===== config.mk =====
export PLATFORM = sky130hd
export DESIGN_NAME = vsrc_volume_ctrl
export DESIGN_NICKNAME = d
export VERILOG_FILES = /design/src/logic/vsrc_pkg.sv /design/src/logic/vsrc_tick_if.sv /design/src/logic/vsrc_clk_div.sv /design/src/logic/vsrc_volume_ctrl.sv
export SDC_FILE = /design/constraint.sdc
export NUM_CORES = 1
export LEC_CHECK = 0
export ABC_AREA = 0
export BUFFER_PORTS_ARGS = -buffer_cell sky130_fd_sc_hd__buf_2
export CORE_ASPECT_RATIO = 1.25
export CORE_UTILIZATION = 57
export DETAILED_ROUTE_END_ITERATION = 7
export PLACE_DENSITY = 0.8
export SYNTH_ARGS = -nofsm -noshare
export SYNTH_HDL_FRONTEND = slang
export SYNTH_SLANG_ARGS = --single-unit

===== constraint.sdc =====
create_clock -name mclk -period 4.7 [get_ports mclk]
set_input_delay 0.94 -clock mclk [delete_from_list [all_inputs] [get_ports mclk]]
set_output_delay 0.94 -clock mclk [all_outputs]
set_load 0.02 [all_outputs]

===== src/logic/vsrc_pkg.sv =====
// Purpose: shared constants for the volume step repeat controller
// Assumes: one clock mclk at 20 MHz
// Notes: volume is an index into a gain table held elsewhere
package vsrc_pkg;
    // ----------------------------------------------------------------
    // volume index
    // ----------------------------------------------------------------
    localparam int VOL_W = 5;
    localparam logic [4:0] VOL_MAX = 5'h1f;
    localparam logic [4:0] VOL_MIN = 5'h00;
    // default indices, arbitrary table positions for -10dB and -16dB
    localparam logic [4:0] VOL_DEF_BRIDGED = 5'h1a;
    localparam logic [4:0] VOL_DEF_SINGLE = 5'h17;
    // ----------------------------------------------------------------
    // step timing in internal clock pulses
    // ----------------------------------------------------------------
    localparam int CLK_DIV = 2;
    localparam int EXT_CLK_MAX_KHZ = 100;
    localparam logic [5:0] STEP_FIRST = 6'h04;
    localparam logic [5:0] STEP_SECOND = 6'h28;
    localparam logic [5:0] STEP_THIRD = 6'h14;
    localparam logic [5:0] STEP_FOURTH = 6'h0c;
    localparam logic [5:0] STEP_FIFTH = 6'h08;
    localparam logic [5:0] STEP_REPEAT = 6'h04;
    // ----------------------------------------------------------------
    // repeat stage
    // ----------------------------------------------------------------
    typedef enum logic [2:0] {
        VSRC_IDLE = 3'h0,
        VSRC_S1 = 3'h1,
        VSRC_S2 = 3'h3,
        VSRC_S3 = 3'h2,
        VSRC_S4 = 3'h6,
        VSRC_S5 = 3'h7,
        VSRC_REP = 3'h5
    } vsrc_stage_t;
endpackage : vsrc_pkg


===== src/logic/vsrc_tick_if.sv =====
// Purpose: carries the internal clock pulse between modules
// Assumes: single clock domain
// Notes: tick is a one-cycle enable
interface vsrc_tick_if;
    logic tick;
    modport src (output tick);
    modport dst (input tick);
endinterface : vsrc_tick_if


===== src/logic/vsrc_clk_div.sv =====
// Purpose: makes the internal clock pulse from an external clock pin
// Assumes: extClk synchronous to mclk and far slower than it
// Notes: one pulse per CLK_DIV rising edges of extClk
module vsrc_clk_div
    import vsrc_pkg::*;
(
    input wire logic mclk,
    input wire logic resetn,
    input wire logic extClk,
    vsrc_tick_if.src tickOut
);
    logic extClk_reg;
    logic divCnt_reg;
    logic extRise;

    // rising edge of the external clock
    assign extRise = extClk && !extClk_reg;

    // edge detector history
    always_ff @(posedge mclk or negedge resetn)
    begin
        if (!resetn)
            extClk_reg <= 1'b0;
        else
            extClk_reg <= extClk;
    end

    always_ff @(posedge mclk or negedge resetn)
    begin
        if (!resetn)
            divCnt_reg <= 1'b0;
        else if (extRise)
            divCnt_reg <= !divCnt_reg;
    end

    assign tickOut.tick = extRise && divCnt_reg;
endmodule : vsrc_clk_div


===== src/logic/vsrc_volume_ctrl.sv =====
// Purpose: step up and down volume control with accelerating repeat
// Assumes: step inputs synchronous to mclk; external controller keeps clock slow
// Notes: power supply status arrives as plain level inputs
// What this block does
// - internal clock is external clock halved
// - one input held 4 pulses steps once
// - repeats after 40, 20, 12, 8, then 4
// - release restarts the interval sequence
// - both inputs high gives no change
// - volume kept while backup supply present
// - default volume only after full power loss
module vsrc_volume_ctrl
    import vsrc_pkg::*;
#(
    parameter int VOLW = VOL_W
)
(
    input wire logic mclk,
    input wire logic resetn,
    input wire logic extClk,
    input wire logic stepUp,
    input wire logic stepDown,
    input wire logic mainPowerOk,
    input wire logic backup_supply,
    input wire logic bridgedMode,
    output logic [VOLW-1:0] volume,
    output logic stepPulse
);
    // ----------------------------------------------------------------
    // internal clock
    // ----------------------------------------------------------------
    vsrc_tick_if tickBus ();
    vsrc_clk_div uDiv (
        .mclk(mclk),
        .resetn(resetn),
        .extClk(extClk),
        .tickOut(tickBus)
    );

    // ----------------------------------------------------------------
    // step timing
    // ----------------------------------------------------------------
    vsrc_stage_t stage_reg;
    vsrc_stage_t stage_next;
    logic [5:0] pulseCnt_reg;
    logic [5:0] target;
    logic oneHeld;
    logic dirUp_reg;
    logic stepNow;
    logic lost_reg;
    logic [VOLW-1:0] vol_reg;

    assign oneHeld = stepUp ^ stepDown;

    // interval for the current stage
    always_comb
    begin
        case (stage_reg)
            VSRC_S1: target = STEP_FIRST;
            VSRC_S2: target = STEP_SECOND;
            VSRC_S3: target = STEP_THIRD;
            VSRC_S4: target = STEP_FOURTH;
            VSRC_S5: target = STEP_FIFTH;
            default: target = STEP_REPEAT;
        endcase
    end

    // a flip of direction in one cycle must not step the new way
    assign stepNow = (stage_reg != VSRC_IDLE) && oneHeld && tickBus.tick
        && (dirUp_reg == stepUp) && (pulseCnt_reg + 6'h01 == target);

    always_comb
    begin
        case (stage_reg)
            VSRC_S1: stage_next = VSRC_S2;
            VSRC_S2: stage_next = VSRC_S3;
            VSRC_S3: stage_next = VSRC_S4;
            VSRC_S4: stage_next = VSRC_S5;
            VSRC_S5: stage_next = VSRC_REP;
            default: stage_next = VSRC_REP;
        endcase
    end

    // restart on release or direction change
    always_ff @(posedge mclk or negedge resetn)
    begin
        if (!resetn)
            stage_reg <= VSRC_IDLE;
        else if (!oneHeld || (stage_reg != VSRC_IDLE && dirUp_reg != stepUp))
            stage_reg <= VSRC_IDLE;
        else if (stage_reg == VSRC_IDLE)
            stage_reg <= VSRC_S1;
        else if (stepNow)
            stage_reg <= stage_next;
    end

    always_ff @(posedge mclk or negedge resetn)
    begin
        if (!resetn)
            pulseCnt_reg <= 6'h00;
        else if (!oneHeld || stage_reg == VSRC_IDLE || stepNow)
            pulseCnt_reg <= 6'h00;
        else if (tickBus.tick)
            pulseCnt_reg <= pulseCnt_reg + 6'h01;
    end

    // direction latched at press start
    always_ff @(posedge mclk or negedge resetn)
    begin
        if (!resetn)
            dirUp_reg <= 1'b0;
        else if (stage_reg == VSRC_IDLE)
            dirUp_reg <= stepUp;
    end

    // ----------------------------------------------------------------
    // retained volume
    // ----------------------------------------------------------------
    // marks loss of both supplies
    always_ff @(posedge mclk or negedge resetn)
    begin
        if (!resetn)
            lost_reg <= 1'b1;
        else if (!mainPowerOk && !backup_supply)
            lost_reg <= 1'b1;
        else if (mainPowerOk)
            lost_reg <= 1'b0;
    end

    always_ff @(posedge mclk or negedge resetn)
    begin
        if (!resetn)
            vol_reg <= VOL_DEF_BRIDGED;
        else if (mainPowerOk && lost_reg)
            vol_reg <= bridgedMode ? VOL_DEF_BRIDGED : VOL_DEF_SINGLE;
        else if (mainPowerOk && stepNow && stepUp && vol_reg != VOL_MAX)
            vol_reg <= vol_reg + 5'h01;
        else if (mainPowerOk && stepNow && stepDown && vol_reg != VOL_MIN)
            vol_reg <= vol_reg - 5'h01;
    end

    assign volume = vol_reg;
    assign stepPulse = stepNow && mainPowerOk && !lost_reg;

    // ----------------------------------------------------------------
    // checks
    // ----------------------------------------------------------------
    // check helper: ticks since the last step of this press
    logic [5:0] tickGap_reg;
    // check helper: steps taken in this press, stops at five
    logic [2:0] stepCount_reg;

    // tick count kept apart from the stage machine
    always_ff @(posedge mclk or negedge resetn)
    begin
        if (!resetn)
            tickGap_reg <= 6'h00;
        else if (stage_reg == VSRC_IDLE || stepNow)
            tickGap_reg <= 6'h00;
        else if (tickBus.tick)
            tickGap_reg <= tickGap_reg + 6'h01;
    end

    // step index within the press
    always_ff @(posedge mclk or negedge resetn)
    begin
        if (!resetn)
            stepCount_reg <= 3'h0;
        else if (stage_reg == VSRC_IDLE)
            stepCount_reg <= 3'h0;
        else if (stepNow && stepCount_reg != 3'h5)
            stepCount_reg <= stepCount_reg + 3'h1;
    end
endmodule : vsrc_volume_ctrl


# [Yosys cells after proc, flatten, opt, wreduce, memory -nomap -nowiden]
# Index checks and enable logic that the tools add are counted.
[word_totals] reg_bits=18 in_bits=8 out_inout_bits=6 word_cells=64
[op_classes] n_addsub=3 n_eq_ne=9 n_mux=13 n_bitwise=1 reduce_logical=31
[op_table] operator="$pmux 6 s4" n=1
[op_table] operator="$logic_and 1x1->1" n=15
[op_table] operator="$mux 5" n=3
[op_table] operator="$mux 6" n=2
[op_table] operator="$pmux 3 s4" n=1
[op_table] operator="$mux 3" n=3
[op_table] operator="$reduce_bool 3->1" n=3
[op_table] operator="$add 6x1->6 const B" n=1
[op_table] operator="$eq 3x2->1 const B" n=2
[op_table] operator="$eq 3x3->1 const B" n=2
[op_table] operator="$eq 6x6->1" n=1
[op_table] operator="$logic_not 1->1" n=6
[op_table] operator="$add 5x1->5 const B" n=1
[op_table] operator="$ne 5x5->1 const B" n=1
[op_table] operator="$reduce_bool 5->1" n=1
[op_table] operator="$sub 5x1->5 const B" n=1
[op_table] operator="$mux 4" n=1
[op_table] operator="$reduce_bool 2->1" n=2
[op_table] operator="$eq 3x1->1 const B" n=1
[op_table] operator="$logic_not 3->1" n=1
[op_table] operator="$logic_or 1x1->1" n=3
[op_table] operator="$mux 1" n=2
[op_table] operator="$eq 1x1->1" n=1
[op_table] operator="$ne 1x1->1" n=1
[op_table] operator="$xor 1x1->1" n=1

# [Longest topological paths before layout]
[depth] word_depth=12 depth_mapped=15 depth_no_buf=14

# [Cells and area by module]
# Synthesis repeated with hierarchy kept, for this count alone.
[hier_totals] cells_unflattened=153 hier_area_um2=1393.8
[modules_own_cells] module="vsrc_volume_ctrl" n_inst=1 cells_each=147 area_per_inst_um2=1306.3 seq_area_each_um2=405.4
[modules_own_cells] module="vsrc_clk_div" n_inst=1 cells_each=6 area_per_inst_um2=87.6 seq_area_each_um2=50.0

# [Least setup slack after synthesis]
# OpenSTA, ideal clock, no wires.
[synth_path] path_kind="input to register" from="in extClk" to="reg vol_reg[4] (netlist: volume[4])" setup_time_ns=0.082 arrival_time_ns=3.357 required_ns=4.618 slack_ns=1.261 path_stages=14 path_buffers=1 cell_sequence="nand2b_1 nor2_1 nand3_1 a2111o_1 buf_6 nor2_1 nand3_1 ha_1 nor2b_1 o21ai_0 nor3b_1 a21oi_1 o31a_1 nor3_1"
[synth_via] elab_chain_cells=10 word_cells_on_any_way=13 classes_between="mux (2); reduce/logical (11)"
[synth_rtl] item="start: declaration" line_no="vsrc_volume_ctrl.sv:20" source="input wire logic extClk,"
[synth_rtl] item="$logic_and 1x1->1 *" line_no="vsrc_clk_div.sv:17" source="assign extRise = extClk && !extClk_reg;"
[synth_rtl] item="$logic_and 1x1->1 *" line_no="vsrc_clk_div.sv:36" source="assign tickOut.tick = extRise && divCnt_reg;"
[synth_rtl] item="$logic_and 1x1->1 *" line_no="vsrc_volume_ctrl.sv:69" source="assign stepNow = (stage_reg != VSRC_IDLE) && oneHeld && tickBus.tick"
[synth_rtl] item="$logic_and 1x1->1 * (2 in series)" line_no="vsrc_volume_ctrl.sv:70" source="&& (dirUp_reg == stepUp) && (pulseCnt_reg + 6'h01 == target);"
[synth_rtl] item="$logic_and 1x1->1 *" line_no="vsrc_volume_ctrl.sv:136, vsrc_volume_ctrl.sv:138"
[synth_rtl] item="$logic_and 1x1->1 (2 in series)" line_no="vsrc_volume_ctrl.sv:136" source="else if (mainPowerOk && stepNow && stepUp && vol_reg != VOL_MAX)"
[synth_rtl] item="$mux 5" line_no="vsrc_volume_ctrl.sv:136"
[synth_rtl] item="$mux 5" line_no="vsrc_volume_ctrl.sv:134" source="else if (mainPowerOk && lost_reg)"
[synth_rtl] item="end signal: assignment" line_no="vsrc_volume_ctrl.sv:135" source="vol_reg <= bridgedMode ? VOL_DEF_BRIDGED : VOL_DEF_SINGLE;"
[synth_rtl] item="end signal: assignment" line_no="vsrc_volume_ctrl.sv:137" source="vol_reg <= vol_reg + 5'h01;"
[synth_rtl] item="end signal: assignment" line_no="vsrc_volume_ctrl.sv:139" source="vol_reg <= vol_reg - 5'h01;"
[synth_rtl] item="end: declaration" line_no="vsrc_volume_ctrl.sv:51" source="logic [VOLW-1:0] vol_reg;"
# Mark *: on every way between the ends. The rest lies on a longest branch, timed or not.
# A chain may end at the register's enable or synchronous reset.

# [Final worst setup path]
[layout_path] from="reg pulseCnt_reg[2]" to="reg vol_reg[4] (netlist: volume[4])"
[layout_via] elab_chain_cells=8 word_cells_on_any_way=11 classes_between="add/sub (1); eq/ne (1); mux (2); reduce/logical (7)"
[layout_rtl] item="start: declaration" line_no="vsrc_volume_ctrl.sv:45" source="logic [5:0] pulseCnt_reg;"
[layout_rtl] item="start signal: assignment" line_no="vsrc_volume_ctrl.sv:104" source="pulseCnt_reg <= pulseCnt_reg + 6'h01;"
[layout_rtl] item="$add 6x1->6 *" line_no="vsrc_volume_ctrl.sv:70"
[layout_rtl] item="$eq 6x6->1 *" line_no="vsrc_volume_ctrl.sv:70"
[layout_rtl] item="$logic_and 1x1->1 *" line_no="vsrc_volume_ctrl.sv:70"
[layout_rtl] item="$logic_and 1x1->1 *" line_no="vsrc_volume_ctrl.sv:136, vsrc_volume_ctrl.sv:138"
[layout_rtl] item="$logic_and 1x1->1 (2 in series)" line_no="vsrc_volume_ctrl.sv:136"
[layout_rtl] item="$mux 5" line_no="vsrc_volume_ctrl.sv:136"
[layout_rtl] item="$mux 5" line_no="vsrc_volume_ctrl.sv:134"
# Marks and branches as above.

==> impl_metrics.ini <==
[yosys]
syn_nets = 161
yosys.area.top_type_share_pct = 27.1
synth_edf_count = 0
ys_types = 46
syn_area_um2 = 1290
syn_area_per_cell_um2 = 8.84
synth_top_cell_by_area = dfrtp_1
postSynthCellCount = 146
synthArstFlopShare_pct = 100
yosysWarningCount = 0
synthFlopType = dfrtp_1
yosysSeqAreaShare_pct = 35.3
ys_seq_elements = 18
synth_area_leaders = dfrtp_1 (27%), dfstp_2 (8.1%), ha_1 (5.8%)

[worst_setup_path]
worstPathArrival_ns = 4.07
worstPathMaxFanout = 11
startpoint_type = flip-flop
endpoint_kind = flip-flop
required_ns = 4.95
critPathKind = flip-flop to flip-flop

[global_route]
grtUsageTotal_pct = 26.6
first_global_vias = 1099
overflow = 0
antenna_found_initial = 0
grt_first_pass_wirelength_mm = 4.87
grt_start_max_net_pins = 19

[timing]
worst_slew_pin_slew_ns = 0.484
period_share_pct = 81.4
tns_ns = 0
fmax_mhz = 261
whs_ns = 0.479
finalMaxSlewViolations = 0
rsz0062_at_grt = no
finalSetupViolCount = 0
maxSlewHeadroom_pct = 67.5
clock_skew_ns = 0.00390
report.final.hold_viol_count = 0
min_period_ns = 3.83

[place]
globalplace.congestion = 0.911
post_dp_cell_area_um2 = 1370
dp_hpwl_mm = 2.14
portBuffers = 13

[clock_network]
cts_inserted_buffers = 3
cts_tree = done
clk_pin_slew_ns = 0.11
insertion_delay_ns = 0.31
cts_sinks = 18
htree_num_levels = 1
ctsResizeCount = 0
cts_buffer_depth = 2
cts_setup_buffers = 0
cts-root-buf = clkbuf_4
hold_buffers = 0

[routing]
dr.pass1.iters = 4
vias = 1144
drc = 0
avgRoutedWirePerCell_um = 15.2
drt-vias-per-instance = 6.05
antenna_left = 0
drt_wl_total_mm = 2.88
drt_iter0_markers = 36

[final_layout]
final_cell_area_um2 = 1410
nFillCells = 168
largest_reg_flops = 6
layout-drive-gt1-share_pct = 15.7
final_cell_mix = nor2_1 (15), dfrtp_1 (14), buf_2 (13), nand2_1 (12), a21oi_1 (9)
final_common_cell = nor2_1
nets = 175
area_delta_synth_final_pct = 8.91
antenna_cells = 0

[pwr]
leakage_nw = 0.604
p_per_area_nw_per_um2 = 287
worst_ir_drop_vdd_v = 0.000262

[run_status]
status = finished, final reports clean

[job]
maxCapViolCount = 0

[die]
die_w_um = 44.6
num_rows = 18
start_util_pct = 63.0
core_area_um2 = 2050
die_h_um = 55.2
die-area_um2 = 2460
pin_count = 14

[min_path]
hp-class = flip-flop to flip-flop
## synth_stat cells, types with 2 or more instances
cell / number
nor2_1: 15
dfrtp_1: 14
nand2_1: 12
a21oi_1: 9
inv_1: 8
xnor2_1: 7
ha_1: 6
nand3_1: 6
xor2_1: 6
o21ai_0: 5
dfstp_2: 4
a32oi_1: 3
and3_1: 3
nand2b_1: 3
nor2b_1: 3
nor3_1: 3
o31a_1: 3
a21o_1: 2
clkbuf_1: 2
mux2i_1: 2
nand4_1: 2
o21bai_1: 2
o31ai_1: 2
or2_2: 2
## report_power, final
| part | switching (mW) | internal [mW] |
|---|---|---|
| registers | 0.0197 | 0.174 |
| clock network | 0.0552 | 0.0474 |
| logic | 0.0660 | 0.0411 |
| total | 0.141 | 0.262 |
## critical path: stages, from the launching register on
cell and delay [ns]:
dfrtp_1 0.48, nand3_2 0.19, or3_1 0.41, a211o_1 0.30, a2111o_1 0.52, nor2_1 0.25
nand3_1 0.21, ha_1 0.34, nor2b_1 0.13, o21ai_0 0.19, nor3b_1 0.23, a21oi_1 0.11
o31a_1 0.26, nor3_1 0.13
## through the flow
step | setup slack [ns] | utilization, % | cells | power [mW]
2_1_floorplan | 1.26 | - | 146 | 0.268
3_3_place_gp | 0.963 | 66.8 | 185 | 0.297
3_5_place_dp | 0.772 | 66.8 | 185 | 0.302
4_1_cts | 0.904 | 68.6 | 189 | 0.406
5_1_grt | 0.553 | 68.6 | 189 | 0.428
6_report | 0.872 | 68.6 | 189 | 0.403
## metal layers
metal / vias up / GRT usage, % / share of wire (%)
met5: - / 0 / 0
met4: 0 / 14.7 / 2.8
met3: 7 / 5.56 / 5.0
met2: 41 / 40.8 / 50
met1: 537 / 34.0 / 42
li1: 559 / - / -
## cell type report
| type | count | area (µm²) | area share (%) |
|---|---|---|---|
| clock buffers | 4 | 36.3 | 2.58 |
| inverters | 8 | 30.0 | 2.14 |
| multi-input cells | 116 | 782 | 55.6 |
| flip-flops and latches | 18 | 455 | 32.4 |
| well taps | 30 | 37.5 | 2.67 |
| repair buffers | 13 | 65.1 | 4.63 |
## worst paths after layout
check	start	endpoint	slack [ns]	cells past startpoint
worst min-delay path	uDiv.divCnt_reg$_DFFE_PN0N_	uDiv.divCnt_reg$_DFFE_PN0N_	0.48	1
worst max register to register	pulseCnt_reg[2]$_DFFE_PN0P_	volume[4]$_DFFE_PN1P_	0.87	13
min in group asynchronous	resetn	pulseCnt_reg[5]$_DFFE_PN0P_	0.54	1
worst max-delay path	pulseCnt_reg[2]$_DFFE_PN0P_	volume[4]$_DFFE_PN1P_	0.87	13
max in group asynchronous	resetn	volume[3]$_DFFE_PN1P_	3.83	1
worst min register to register	uDiv.divCnt_reg$_DFFE_PN0N_	uDiv.divCnt_reg$_DFFE_PN0N_	0.48	1
## logic make-up (layout without fill, tap and decap cells)
| kind of cell | after synthesis | after routing | synth area share [%] |
|---|---|---|---|
| flip-flops | 18 | 18 | 35.3 |
| XOR/XNOR | 13 | 13 | 8.82 |
| AO/OA/AOI/OAI | 37 | 37 | 20.3 |
| buffers and inverters | 12 | 25 | 4.17 |
| multiplexers | 2 | 2 | 1.55 |
| AND/OR/NAND/NOR | 57 | 57 | 22.5 |
| adder cells (fa/ha/maj) | 7 | 7 | 7.36 |
No activity file was read; power rests on OpenSTA's default activity.
